===== src/shared/conv_ctrl_map.vh =====
// register map and field positions of the conversion control block
`ifndef CONV_CTRL_MAP_VH
`define CONV_CTRL_MAP_VH
`define OFS_CSC1 4'h0
`define OFS_CSC2 4'h4
`define OFS_RESULT_LOW 4'h8
`define OFS_IRQ_STATUS 4'hC
`define OFS_IRQ_MASK 4'h0
`define ADDR_BITS 4
`define BIT_DONE 7
`define BIT_IRQ_EN 6
`define BIT_CONT 5
`define BIT_ACTIVE 7
`define BIT_TRIG_SEL 6
`define BIT_CMP_EN 5
`define BIT_CMP_GE 4
`define SEL_MSB 4
`define SEL_LAST_INPUT 5'h1B
`define SEL_RESERVED 5'h1C
`define SEL_HIGH_REF 5'h1D
`define SEL_LOW_REF 5'h1E
`define SEL_OFF 5'h1F
`define CSC1_RESET 8'h1F
`define CSC2_RESET 8'h00
`define RESP_OKAY 2'b00
`define RESP_SLVERR 2'b10
`define IRQ_BITS 2
`define IRQ_DONE 0
`define IRQ_CMP_MISS 1
`endif


===== src/conv_ctrl_status.v =====
// control and status registers of a successive-approximation converter
//
// Design decisions made here: the AXI4-Lite register port and the address map.
`include "conv_ctrl_map.vh"
`default_nettype none
module conv_ctrl_status
(
   // clock, reset, enable
   input wire aclk,
   input wire aresetn,
   input wire clk_en,
   // axi4-lite write address
   input wire [`ADDR_BITS-1:0] s_axi_awaddr,
   input wire s_axi_awvalid,
   output wire s_axi_awready,
   // axi4-lite write data
   input wire [31:0] s_axi_wdata,
   input wire [3:0] s_axi_wstrb,
   input wire s_axi_wvalid,
   output wire s_axi_wready,
   // axi4-lite write response
   output reg [1:0] s_axi_bresp,
   output reg s_axi_bvalid,
   input wire s_axi_bready,
   // axi4-lite read address
   input wire [`ADDR_BITS-1:0] s_axi_araddr,
   input wire s_axi_arvalid,
   output wire s_axi_arready,
   // axi4-lite read data
   output reg [31:0] s_axi_rdata,
   output reg [1:0] s_axi_rresp,
   output reg s_axi_rvalid,
   input wire s_axi_rready,
   // hardware trigger from periodic counter, same clock
   input wire hw_trigger_in,
   // converter datapath
   output reg conv_start,
   output reg conv_abort,
   output reg [4:0] input_select,
   output reg [4:0] analog_input_index,
   output reg select_input,
   output reg select_high_reference,
   output reg select_low_reference,
   output reg converter_power_on,
   output reg compare_enable,
   output reg compare_greater_equal,
   input wire conv_finish,
   input wire compare_true,
   input wire [7:0] result_low_data,
   output reg result_low_read,
   // interrupt
   output wire irq
);

   //------------------------------------------------------------
   // registers
   //------------------------------------------------------------
   reg [7:0] csc1_r;
   reg [5:4] csc2_r;
   reg trig_sel_r;
   reg active_r;
   reg cont_run_r;
   reg [`IRQ_BITS-1:0] irq_status_r;
   reg aw_done_r;
   reg w_done_r;
   reg [`ADDR_BITS-1:0] aw_addr_r;
   reg [31:0] wdata_r;
   reg [3:0] wstrb_r;

   wire aw_take = s_axi_awvalid & s_axi_awready;
   wire w_take = s_axi_wvalid & s_axi_wready;
   wire have_aw = aw_done_r | aw_take;
   wire have_w = w_done_r | w_take;
   wire [`ADDR_BITS-1:0] wa = aw_take ? s_axi_awaddr : aw_addr_r;
   wire [31:0] wd = w_take ? s_axi_wdata : wdata_r;
   wire [3:0] ws = w_take ? s_axi_wstrb : wstrb_r;
   wire wr_do = clk_en & have_aw & have_w & ~s_axi_bvalid;
   wire wr_csc1 = wr_do & (wa == `OFS_CSC1) & ws[0];
   wire wr_csc2 = wr_do & (wa == `OFS_CSC2) & ws[0];
   wire wr_stat = wr_do & (wa == `OFS_IRQ_STATUS) & ws[0];
   wire rd_do = clk_en & s_axi_arvalid & ~s_axi_rvalid;
   wire rd_low = rd_do & (s_axi_araddr == `OFS_RESULT_LOW);

   assign s_axi_awready = clk_en & ~aw_done_r & ~s_axi_bvalid;
   assign s_axi_wready = clk_en & ~w_done_r & ~s_axi_bvalid;
   assign s_axi_arready = clk_en & ~s_axi_rvalid;

   //------------------------------------------------------------
   // conversion sequencing
   //------------------------------------------------------------
   wire [4:0] new_sel = wd[`SEL_MSB:0];
   wire sel_off_now = (csc1_r[`SEL_MSB:0] == `SEL_OFF);
   wire sw_start = wr_csc1 & (new_sel != `SEL_OFF) & ~trig_sel_r;
   wire hw_start = clk_en & trig_sel_r & hw_trigger_in & ~active_r & ~sel_off_now;
   wire finish = clk_en & active_r & conv_finish & ~wr_csc1;
   wire cmp_ok = ~csc2_r[`BIT_CMP_EN] | compare_true;
   wire again = finish & csc1_r[`BIT_CONT] & ~sel_off_now;
   wire start_now = sw_start | hw_start | again;

   always @(posedge aclk)
   begin
      if (!aresetn)
      begin
         csc1_r <= `CSC1_RESET;
         csc2_r <= 2'b00;
         trig_sel_r <= 1'b0;
         active_r <= 1'b0;
         cont_run_r <= 1'b0;
         conv_start <= 1'b0;
         conv_abort <= 1'b0;
         result_low_read <= 1'b0;
         irq_status_r <= {`IRQ_BITS{1'b0}};
      end
      else if (clk_en)
      begin
         conv_start <= start_now;
         conv_abort <= wr_csc1 & active_r;
         result_low_read <= rd_low;
         // done flag: set wins over the result read clear; a CSC1 write masks finish and clears it
         if (finish & cmp_ok)
            csc1_r[`BIT_DONE] <= 1'b1;
         else if (wr_csc1 | rd_low)
            csc1_r[`BIT_DONE] <= 1'b0;
         if (wr_csc1)
            csc1_r[6:0] <= wd[6:0];
         if (wr_csc2)
         begin
            trig_sel_r <= wd[`BIT_TRIG_SEL];
            csc2_r <= wd[5:4];
         end
         // active flag
         if (start_now)
            active_r <= 1'b1;
         else if (finish | wr_csc1)
            active_r <= 1'b0;
         cont_run_r <= start_now ? 1'b1 : ((finish & ~again) | wr_csc1) ? 1'b0 : cont_run_r;
         irq_status_r <= (irq_status_r & ~(wr_stat ? wd[`IRQ_BITS-1:0] : {`IRQ_BITS{1'b0}}))
            | {finish & ~cmp_ok, finish & cmp_ok};
      end
   end

   //------------------------------------------------------------
   // select decode and power
   //------------------------------------------------------------
   always @*
   begin
      input_select = csc1_r[`SEL_MSB:0];
      analog_input_index = csc1_r[`SEL_MSB:0];
      select_input = (csc1_r[`SEL_MSB:0] <= `SEL_LAST_INPUT);
      select_high_reference = (csc1_r[`SEL_MSB:0] == `SEL_HIGH_REF);
      select_low_reference = (csc1_r[`SEL_MSB:0] == `SEL_LOW_REF);
      converter_power_on = ~sel_off_now & (active_r | cont_run_r);
      compare_enable = csc2_r[`BIT_CMP_EN];
      compare_greater_equal = csc2_r[`BIT_CMP_GE];
   end

   assign irq = csc1_r[`BIT_DONE] & csc1_r[`BIT_IRQ_EN];

   //------------------------------------------------------------
   // axi4-lite slave
   //------------------------------------------------------------
   always @(posedge aclk)
   begin
      if (!aresetn)
      begin
         aw_done_r <= 1'b0;
         w_done_r <= 1'b0;
         aw_addr_r <= {`ADDR_BITS{1'b0}};
         wdata_r <= 32'h0000_0000;
         wstrb_r <= 4'h0;
         s_axi_bvalid <= 1'b0;
         s_axi_bresp <= `RESP_OKAY;
         s_axi_rvalid <= 1'b0;
         s_axi_rresp <= `RESP_OKAY;
         s_axi_rdata <= 32'h0000_0000;
      end
      else if (clk_en)
      begin
         if (aw_take)
            aw_addr_r <= s_axi_awaddr;
         if (w_take)
         begin
            wdata_r <= s_axi_wdata;
            wstrb_r <= s_axi_wstrb;
         end
         if (wr_do)
         begin
            aw_done_r <= 1'b0;
            w_done_r <= 1'b0;
            s_axi_bvalid <= 1'b1;
            s_axi_bresp <= (wa == `OFS_CSC1 || wa == `OFS_CSC2 || wa == `OFS_IRQ_STATUS) ? `RESP_OKAY : `RESP_SLVERR;
         end
         else
         begin
            aw_done_r <= have_aw;
            w_done_r <= have_w;
            if (s_axi_bvalid & s_axi_bready)
               s_axi_bvalid <= 1'b0;
         end
         if (rd_do)
         begin
            s_axi_rvalid <= 1'b1;
            s_axi_rresp <= `RESP_OKAY;
            case (s_axi_araddr)
               `OFS_CSC1: s_axi_rdata <= {24'h00_0000, csc1_r};
               `OFS_CSC2: s_axi_rdata <= {24'h00_0000, active_r, trig_sel_r, csc2_r, 4'h0};
               `OFS_RESULT_LOW: s_axi_rdata <= {24'h00_0000, result_low_data};
               `OFS_IRQ_STATUS: s_axi_rdata <= {30'h0000_0000, irq_status_r};
               default:
               begin
                  s_axi_rdata <= 32'h0000_0000;
                  s_axi_rresp <= `RESP_SLVERR;
               end
            endcase
         end
         else if (s_axi_rvalid & s_axi_rready)
            s_axi_rvalid <= 1'b0;
      end
   end

endmodule
`default_nettype wire


===== config.mk =====
export PLATFORM = sky130hd
export DESIGN_NAME = conv_ctrl_status
export DESIGN_NICKNAME = d
export VERILOG_FILES = /design/src/conv_ctrl_status.v
export VERILOG_INCLUDE_DIRS = /design/src /design/src/shared
export SDC_FILE = /design/constraint.sdc
export NUM_CORES = 1
export LEC_CHECK = 0
export BUFFER_PORTS_ARGS = -buffer_cell sky130_fd_sc_hd__buf_2
export CORE_MARGIN = 4
export CORE_UTILIZATION = 30
export CTS_CLUSTER_SIZE = 40
export DETAILED_ROUTE_END_ITERATION = 10
export GPL_TIMING_DRIVEN = 0
export HOLD_SLACK_MARGIN = 0.12
export PLACE_DENSITY = 0.63
export SETUP_SLACK_MARGIN = 0.1
export SKIP_LAST_GASP = 1
export SLEW_MARGIN = 15
export SYNTH_ARGS = -nofsm -noshare
export SYNTH_HDL_FRONTEND = slang
export SYNTH_SLANG_ARGS = --single-unit

===== constraint.sdc =====
create_clock -name aclk -period 1.8 [get_ports aclk]
set_clock_uncertainty 0.05 [all_clocks]
set_input_delay 0.18 -clock aclk [delete_from_list [all_inputs] [get_ports aclk]]
set_output_delay 0.18 -clock aclk [all_outputs]
set_load 0.05 [all_outputs]

==> flow_summary_export.csv, run 1 <==
group,metric,value,unit
outcome,status,"finished, violations left",
outcome,violations,"negative setup slack",
sta,finalSetupViolations,7,
sta,hold_viol_final,0,
layout,postLayoutCoreUtil,0.4229,
layout,nFillCells,775,
setup_path,cpPeakStageDelay,0.37,ns
synth,async_reset_ff_frac,0,
sta,timing.final.ws_setup,-0.07356,ns
sta,min_period,1.874,ns
global_routing,grt_pass1_wl,10430,um
run,maxCapViolations,0,
sta,slew_headroom,0.6380,
layout,nets,445,
layout,area_growth,37.46,%
synth,syn_area_per_cell,8.924,um2
synth,syn_inst,265,
layout,layout_commonest_cell,"buf_2",
sta,fmax,533.7,MHz
die,rows,32,
clock_network,clockBufferDepth,2,
layout,diodes,0,
setup_path,path_delay_family,"compound AO/OA/AOI/OAI gates",
clock_network,cts_buffers,5,
setup_path,crit_chain,"nor4bb_4, buf_6, mux2_4, a211o_1, a31oi_2, a41o_1",
synth,ys_warn_count,0,
placed_design,numPortBuffers,68,
layout,final_area,3251,um2
power_and_ir_drop,peakVddDrop,0.0003047,V
sta,slew_viol_final,0,
power_and_ir_drop,p_leak,0.001544,uW
setup_path,r2r_setup_slack,-0.07,ns
layout,layout-drive-gt1-share,0.4021,
setup_path,crit_buf_inv,1,
global_routing,grt_pass1_vias,2145,
clock_network,hold_buffers,0,
detailed_routing,drtIter0Drc,102,
die,die_area,9367,um2
sta,min_period_over_period,1.041,
die,ios,124,
setup_path,cp-start-kind,"flip-flop",
die,die-width,96.79,um
sta,worstMarginPinSlew,0.5431,ns
global_routing,antenna_found_initial,0,
power_and_ir_drop,p_per_area,699.4,nW/um2
placed_design,dpl.hpwl,4855,um
setup_path,rr_startpoint,"aw_done_r$_SDFFE_PN0P_",
setup_path,cp.depth,6,
setup_path,rr_worst_depth,6,
global_routing,grt_max_degree,14,
setup_path,required,1.99,ns
detailed_routing,vias_per_cell,4.353,
detailed_routing,vias,2111,
global_routing,grt_use_total,0.1354,
placed_design,place_congestion,0.7958,
setup_path,crit_path_end_kind,"flip-flop",
detailed_routing,finalWirelength,6333,um
detailed_routing,drt-wirelength-per-cell,13.06,um
setup_path,r2r_end,"cont_run_r$_SDFFE_PN0P_",
synth,ys_ff_latch,44,
clock_network,cts_tree,"yes",
placed_design,placed_cell_area,2957,um2
power_and_ir_drop,power,2274,uW
setup_path,crit_arrival,2.06,ns
setup_path,crit_fanout,7,
detailed_routing,first_pass_iters,4,
die,start_util,0.3076,
die,design.core.area,7687,um2
die,die-height,96.79,um
synth,yosysSeqAreaShare,0.3725,
clock_network,clock_sinks,44,
synth,yosysUniqueCellTypes,44,
global_routing,grt-ovfl-total,0,
hold_path,worstHoldPathType,"primary input to flip-flop",
setup_path,path_class,"flip-flop to flip-flop",
clock_network,clk_latency,0.29,ns
layout,final_cell_mix,"buf_2 (67), buf_4 (50), dfxtp_1 (37), conb_1 (26), nor2b_1 (23)",
synth,synth_edf_count,0,
clock_network,htreeDepth,2,
sta,rsz0062_at_grt,"yes",
setup_path,cp_slowest_cell,"dfxtp_4",
detailed_routing,drc_errors,0,
setup_path,worstSetupEndpoint,"cont_run_r$_SDFFE_PN0P_",
detailed_routing,final_antenna_net_count,0,
clock_network,cts-root-buf,"clkbuf_8",
setup_path,startpoint,"aw_done_r$_SDFFE_PN0P_",
clock_network,cts.clk_slew.worst_paths,0.09,ns
synth,synthFlopType,"dfxtp_1",
synth,synth_area,2365,um2
[worst min-delay path by stage]
stage | to | cells after the start | from
floorplan | w_done_r$_SDFFE_PN0P_ | 2 | s_axi_wvalid
global placement | conv_abort$_SDFFE_PN0P_ | 2 | conv_abort$_SDFFE_PN0P_
detailed placement | w_done_r$_SDFFE_PN0P_ | 3 | s_axi_wvalid
CTS | w_done_r$_SDFFE_PN0P_ | 3 | s_axi_wvalid
global route | wdata_r[3]$_SDFFE_PN0P_ | 3 | s_axi_wdata[3]
finish | irq_status_r[1]$_SDFFE_PN0P_ | 4 | compare_true
[what timing repair did]
| item | 4_1_cts | 5_1_grt |
|---|---|---|
| gates resized for setup | 19 | 7 |
| endpoints found under the setup margin | 17 | 23 |
| setup buffers | 11 | 5 |
| cloned | 1 | 0 |
| pin swaps | 7 | 5 |
[cell type report]
| type | instances | area [um2] | share of cell area |
|---|---|---|---|
| buffer | 48 | 334.1 | 0.1028 |
| clock buffer | 7 | 76.32 | 0.02348 |
| clock inverter | 1 | 8.758 | 0.002694 |
| inverter | 3 | 11.26 | 0.003464 |
| multi-input combinational | 195 | 1294 | 0.3980 |
| sequential | 44 | 904.6 | 0.2783 |
| tap | 102 | 127.6 | 0.03926 |
| timing repair buffer | 85 | 494.2 | 0.1520 |
[power breakdown]
part | leakage (uW) | total (uW) | internal, uW | switching [uW]
Sequential | 0.000358 | 1030 | 1000 | 26.6
Combinational | 0.00114 | 635 | 232 | 403
Clock | 0.0000424 | 609 | 278 | 332
[sequential cells by signal, summed over array words and instances, names as in the netlist, 2 cells and up]
name          cells
s_axi_rdata       8
irq_status_r      2
csc1_r            8
wdata_r           7
csc2_r            2
aw_addr_r         4
[worst min-delay path, cell delays in order]
cell,delay (ns)
buf_2,0.09
nor2b_1,0.05
nand3b_1,0.07
a21boi_1,0.05
[stage by stage]
step                      setup slack [ns]  hold slack (ns)  instances  TNS, ns
after global placement             -0.1825           0.4168        460   -1.627
after global routing               -0.1502           0.1490        485   -1.536
after floorplan                   -0.03605           0.2860        290  -0.1531
after CTS                         -0.08836           0.1257        480  -0.3011
after detailed placement           -0.1944           0.4271        460   -1.865
final                             -0.07356           0.1349        485  -0.3545
[per-layer routing]
| layer | track usage | vias to the layer above | routed length (um) |
|---|---|---|---|
| li1 | - | 1107 | - |
| met1 | 0.1633 | 947 | 2859 |
| met2 | 0.2325 | 51 | 3034 |
| met3 | 0.04614 | 6 | 357 |
| met4 | 0.03024 | 0 | 81 |
| met5 | 0 | - | 0 |
[cell usage after synthesis (4+ instances only)]
cell type   n  area, um2
mux2i_1    16      160.2
nor2_1     15      56.30
mux2_2      7      78.83
and2_1      5      31.28
nor3b_1     7      52.55
nand3_1     5      25.02
dfxtp_1    44      880.8
nand3b_1    5      37.54
a21oi_1     9      45.04
o211ai_1    5      37.54
o21ai_0    11      55.05
a22oi_1     6      45.04
clkbuf_1    9      33.78
nand2_1    19      71.32
buf_4      36      270.3
a21boi_0    4      30.03
nor2b_1    23      143.9
[kinds of logic after synthesis]
| logic type | count (synthesis) | share of synthesized area |
|---|---|---|
| AOI/OAI and AO/OA | 51 | 0.1519 |
| buffers and inverters | 51 | 0.1423 |
| DFF | 44 | 0.3725 |
| muxes | 24 | 0.1074 |
| other | 1 | 0.001586 |
| and+or+nand+nor | 94 | 0.2243 |
(Power assumes the default switching activity.)
==> run 2: changes to the inputs <==
--- a/config.mk
+++ b/config.mk
@@ -14,6 +14,7 @@
 export GPL_TIMING_DRIVEN = 0
 export HOLD_SLACK_MARGIN = 0.12
 export PLACE_DENSITY = 0.63
+export REMOVE_ABC_BUFFERS = 1
 export SETUP_SLACK_MARGIN = 0.1
 export SKIP_LAST_GASP = 1
 export SLEW_MARGIN = 15
==> constraint.sdc (replaced) <==
create_clock -name aclk -period 1.7 [get_ports aclk]
set_clock_uncertainty 0.05 [all_clocks]
set_input_delay 0.17 -clock aclk [delete_from_list [all_inputs] [get_ports aclk]]
set_output_delay 0.17 -clock aclk [all_outputs]
set_load 0.05 [all_outputs]
==> flow_summary_export.csv, run 2 (same netlist as run 1, synthesis figures left out) <==
group,metric,value,unit
global_routing,grt_pass1_vias,2068,
clock_network,cts.clk_slew.worst_paths,0.09,ns
global_routing,grt_use_total,0.1335,
outcome,status,"finished, violations left",
setup_path,cpPeakStageDelay,0.37,ns
detailed_routing,final_antenna_net_count,0,
clock_network,clockBufferDepth,2,
setup_path,crit_buf_inv,1,
placed_design,numPortBuffers,69,
detailed_routing,wl_met1,2731,um
clock_network,clk_latency,0.31,ns
setup_path,rr_worst_depth,6,
global_routing,grt-ovfl-total,0,
setup_path,rr_startpoint,"s_axi_bvalid$_SDFFE_PN0P_",
setup_path,cp-start-kind,"flip-flop",
layout,layout-drive-gt1-share,0.4350,
power_and_ir_drop,power,2526,uW
setup_path,path_delay_family,"compound AO/OA/AOI/OAI gates",
placed_design,place_congestion,0.7358,
global_routing,grt_pass1_wl,10320,um
die,die-width,96.79,um
sta,finalSetupViolations,18,
power_and_ir_drop,swShare,0.3527,
layout,nets,416,
die,die-height,96.79,um
hold_path,worstHoldPathType,"primary input to flip-flop",
die,rows,32,
power_and_ir_drop,p_leak,0.001452,uW
power_and_ir_drop,p_int,1635,uW
detailed_routing,dr_wl_met2,3429,um
sta,min_period,1.916,ns
sta,slew_viol_final,0,
placed_design,placed_cells_incl_taps,413,
setup_path,cp_slowest_cell,"dfxtp_4",
detailed_routing,vias_per_cell,4.601,
clock_network,cts_buffers,5,
power_and_ir_drop,peakVddDrop,0.0003316,V
die,ios,124,
detailed_routing,vias,2098,
outcome,violations,"negative setup slack",
power_and_ir_drop,p_per_area,768.2,nW/um2
hold_path,whs_path_depth,3,
setup_path,crit_chain,"nor4bb_4, buf_4, mux2_4, a211o_1, a31oi_2, a41o_1",
setup_path,required,1.90,ns
sta,fmax,521.8,MHz
layout,top_regs,"csc1_r: 8 flops, s_axi_rdata: 8 flops, wdata_r: 7 flops",
detailed_routing,drtIter0Drc,67,
power_and_ir_drop,p_sw,890.9,uW
die,start_util,0.3076,
run,maxCapViolations,0,
sta,slew_headroom,0.4875,
clock_network,clock_sinks,44,
setup_path,r2r_end,"active_r$_SDFFE_PN0P_",
detailed_routing,wl_met3,327,um
detailed_routing,finalWirelength,6566,um
power_and_ir_drop,pwr-share-comb,0.296,
detailed_routing,first_pass_iters,4,
hold_path,hp-start,"s_axi_awaddr[1]",
layout,area_growth,39.05,%
clock_network,cts-root-buf,"clkbuf_8",
placed_design,pre_cts_ws,-0.7521,ns
detailed_routing,drc_errors,0,
sta,rsz0062_at_grt,"yes",
placed_design,dpl.hpwl,4141,um
detailed_routing,topRoutingLayerUsed,"met4",
setup_path,crit_fanout,4,
detailed_routing,drt-wirelength-per-cell,14.40,um
layout,instances_no_fill,456,
die,design.core.area,7687,um2
setup_path,r2r_setup_slack,-0.22,ns
layout,layout_commonest_cell,"buf_2",
hold_path,whs_endpoint,"aw_addr_r[1]$_SDFFE_PN0P_",
setup_path,crit_arrival,2.11,ns
global_routing,grt_max_degree,47,
layout,diodes,0,
setup_path,crit_path_end_kind,"flip-flop",
layout,final_cell_mix,"buf_2 (65), dfxtp_1 (37), conb_1 (26), nor2b_1 (23), buf_4 (22)",
clock_network,cts_tree,"yes",
sta,hold_viol_final,0,
global_routing,antenna_found_initial,0,
setup_path,path_class,"flip-flop to flip-flop",
sta,setup_tns,-1.699,ns
die,die_area,9367,um2
sta,min_period_over_period,1.127,
sta,timing.final.ws_setup,-0.2163,ns
clock_network,htreeDepth,2,
power_and_ir_drop,pwr-share-seq,0.433,
sta,worstMarginPinSlew,0.7687,ns
power_and_ir_drop,clock_power_share,0.271,
run 2: changes by cell type in the layout (fill, tap and decap cells not counted), moves of 3 or more:
cell / before / now
clkbuf_1: 11 / 0
mux2i_1: 16 / 11
nor2_2: 0 / 4
mux2_4: 2 / 5
buf_4: 50 / 22
nand2_2: 0 / 4
mux2i_4: 0 / 3
nor2_1: 15 / 10
nand2_1: 19 / 15
dlygate4sd3_1: 0 / 5
mux2_2: 6 / 3
run 2: worst max-delay path by stage:
stage / endpoint / startpoint / depth (start not counted)
floorplan: select_high_reference / csc1_r[2]$_SDFFE_PN1P_ / 2
global placement: active_r$_SDFFE_PN0P_ / clk_en / 6
detailed placement: csc2_r[4]$_SDFFE_PN0P_ / clk_en / 6
CTS: active_r$_SDFFE_PN0P_ / s_axi_bvalid$_SDFFE_PN0P_ / 6
global route: active_r$_SDFFE_PN0P_ / s_axi_bvalid$_SDFFE_PN0P_ / 6
finish: active_r$_SDFFE_PN0P_ / s_axi_bvalid$_SDFFE_PN0P_ / 6
run 2: worst reg2reg max path, cell delays in order (launching register included):
cell	delay, ns
dfxtp_4	0.37
nor4bb_4	0.27
buf_4	0.18
mux2_4	0.35
a211o_1	0.32
a31oi_2	0.20
a41o_1	0.13
run 2: routing by layer:
layer,vias up,global-route usage
li1,1044,-
met1,986,0.1648
met2,59,0.2378
met3,9,0.02812
met4,0,0.02916
met5,-,0
run 2: per-stage QoR:
stage               area, um2  hold slack, ns  utilization
CTS                      3136          0.1200       0.4079
floorplan                2133          0.1962            -
global placement         2606          0.3947       0.3390
detailed placement       2621          0.4166       0.3410
global route             3288          0.1567       0.4277
finish                   3288          0.1263       0.4277
run 2: power groups by stage:
stage,registers [uW],clock network [uW],logic [uW]
2_1_floorplan,1180,0,327
3_3_place_gp,1120,0,524
3_5_place_dp,1120,0,530
4_1_cts,1090,704,689
5_1_grt,1100,736,789
6_report,1090,685,746
run 2: timing repair:
item / in CTS / in global routing
hold buffers: 5 / 0
gates cloned: 1 / 0
gates resized for setup: 39 / 35
setup buffers: 26 / 3
hold endpoints to repair: 4 / 0
setup endpoints to repair: 40 / 32
pin swaps: 12 / 12
run 2: cell type report:
type,count,area (um2)
Tap cell,102,127.6
Inverter,3,11.26
Clock buffer,5,68.82
Sequential cell,44,902.1
Timing Repair Buffer,103,685.7
Multi-Input combinational cell,196,1469
Fill cell,758,4399
Clock inverter,3,23.77
==> run 3: changes to the inputs <==
--- a/config.mk
+++ b/config.mk
@@ -21,3 +21,4 @@
 export SYNTH_ARGS = -nofsm -noshare
 export SYNTH_HDL_FRONTEND = slang
 export SYNTH_SLANG_ARGS = --single-unit
+export TNS_END_PERCENT = 10
==> flow_summary_export.csv, run 3 (same netlist as run 1, synthesis figures left out) <==
group,metric,value,unit
outcome,status,"finished, violations left",
outcome,violations,"negative setup slack",
clock_network,cts_tree,"yes",
sta,whs,0.1269,ns
die,ios,124,
global_routing,antenna_found_initial,0,
setup_path,crit_arrival,2.03,ns
power_and_ir_drop,p_leak,0.001386,uW
layout,layout_commonest_cell,"buf_2",
sta,min_period,1.871,ns
run,maxCapViolations,0,
placed_design,numPortBuffers,69,
layout,nFillCells,791,
sta,hold_viol_final,0,
layout,final_area,2995,um2
detailed_routing,first_pass_iters,4,
layout,area_growth,26.67,%
global_routing,grt_max_degree,47,
sta,worstMarginPinSlew,0.7374,ns
sta,min_period_over_period,1.100,
sta,rsz0062_at_grt,"yes",
die,start_util,0.3076,
global_routing,grt_pass1_vias,1800,
die,rows,32,
placed_design,placed_cell_area,2621,um2
setup_path,cp-start-kind,"flip-flop",
setup_path,required,1.86,ns
detailed_routing,vias_per_cell,4.489,
setup_path,crit_fanout,4,
power_and_ir_drop,power,2393,uW
setup_path,path_class,"flip-flop to flip-flop",
detailed_routing,finalWirelength,5926,um
layout,diodes,0,
die,die-height,96.79,um
clock_network,cts.clk_slew.worst_paths,0.09,ns
layout,final_cell_mix,"buf_2 (69), dfxtp_1 (41), conb_1 (26), nor2b_1 (23), buf_4 (20)",
clock_network,clk_latency,0.30,ns
setup_path,crit_path_end_kind,"flip-flop",
global_routing,grt_use_total,0.1184,
detailed_routing,drtIter0Drc,91,
placed_design,dpl.hpwl,4141,um
detailed_routing,drc_errors,0,
sta,slew_headroom,0.5084,
sta,finalSetupViolations,17,
power_and_ir_drop,p_per_area,799.0,nW/um2
sta,timing.final.ws_setup,-0.1706,ns
die,die-width,96.79,um
placed_design,pre_cts_ws,-0.7521,ns
layout,nets,408,
clock_network,htreeDepth,2,
clock_network,cts_buffers,5,
clock_network,clockBufferDepth,2,
clock_network,cts-root-buf,"clkbuf_8",
detailed_routing,drt-wirelength-per-cell,13.23,um
layout,layout-drive-gt1-share,0.3382,
placed_design,place_congestion,0.7358,
global_routing,grt-ovfl-total,0,
die,die_area,9367,um2
hold_path,worstHoldPathType,"primary input to flip-flop",
layout,top_regs,"csc1_r: 8 flops, s_axi_rdata: 8 flops, wdata_r: 7 flops",
global_routing,grt_pass1_wl,9239,um
power_and_ir_drop,peakVddDrop,0.0003224,V
die,design.core.area,7687,um2
sta,fmax,534.6,MHz
sta,slew_viol_final,0,
clock_network,clock_sinks,44,
setup_path,r2r_setup_slack,-0.17,ns
detailed_routing,vias,2011,
detailed_routing,final_antenna_net_count,0,
==> run 3: power by group <==
| part | switching, uW | leakage, uW | total, uW | internal, uW |
|---|---|---|---|---|
| sequential | 31.2 | 0.000358 | 1100 | 1070 |
| combinational | 414 | 0.000987 | 619 | 205 |
| clock | 386 | 0.0000404 | 677 | 291 |
| total | 831 | 0.00139 | 2390 | 1560 |
==> run 3: worst max-delay path: stages, from the launching register on <==
cell      delay, ns
dfxtp_4        0.37
nor4bb_4       0.26
buf_4          0.18
buf_4          0.12
mux2_4         0.30
nand3b_1       0.21
mux2i_1        0.23
nor2b_1        0.06
==> run 3: stage by stage <==
stage               std cells  setup TNS (ns)    util
global route              448          -3.220  0.3896
finish                    448          -1.624  0.3896
floorplan                 242          -22.84       -
detailed placement        413          -14.86  0.3410
CTS                       437          -2.448  0.3750
global placement          413          -31.02  0.3390
==> run 3: area by class of cell <==
| cell class | instances | area [um2] | area share |
|---|---|---|---|
| inverter | 3 | 11.26 | 0.003759 |
| multi-input combinational | 196 | 1311 | 0.4378 |
| clock inverter | 3 | 23.77 | 0.007937 |
| tap | 102 | 127.6 | 0.04261 |
| clock buffer | 5 | 68.82 | 0.02297 |
| timing repair buffer | 95 | 565.5 | 0.1888 |
| sequential | 44 | 887.1 | 0.2962 |
==> run 3: timing repair <==
| item | 4_1_cts | 5_1_grt |
|---|---|---|
| hold buffers | 5 | 0 |
| setup buffers | 11 | 10 |
| pin swaps | 5 | 4 |
| cloned | 0 | 1 |
| setup endpoints to repair | 40 | 38 |
| hold endpoints to repair | 4 | 0 |
| resized for setup | 9 | 2 |
==> run 3: metal layers <==
metal  part of all wire  up-vias  GRT usage
li1                   -     1025          -
met4              0.010        0    0.02916
met5                  0        -          0
met2               0.47       60     0.1895
met1               0.46      918     0.1610
met3              0.054        8    0.02812
==> run 3: final timing paths <==
kind | to | start | depth (start not counted)
worst min register to register | conv_abort$_SDFFE_PN0P_ | conv_abort$_SDFFE_PN0P_ | 2
worst max-delay path | csc2_r[4]$_SDFFE_PN0P_ | s_axi_bvalid$_SDFFE_PN0P_ | 7
worst max register to register | csc2_r[4]$_SDFFE_PN0P_ | s_axi_bvalid$_SDFFE_PN0P_ | 7
worst min-delay path | aw_addr_r[1]$_SDFFE_PN0P_ | s_axi_awaddr[1] | 3
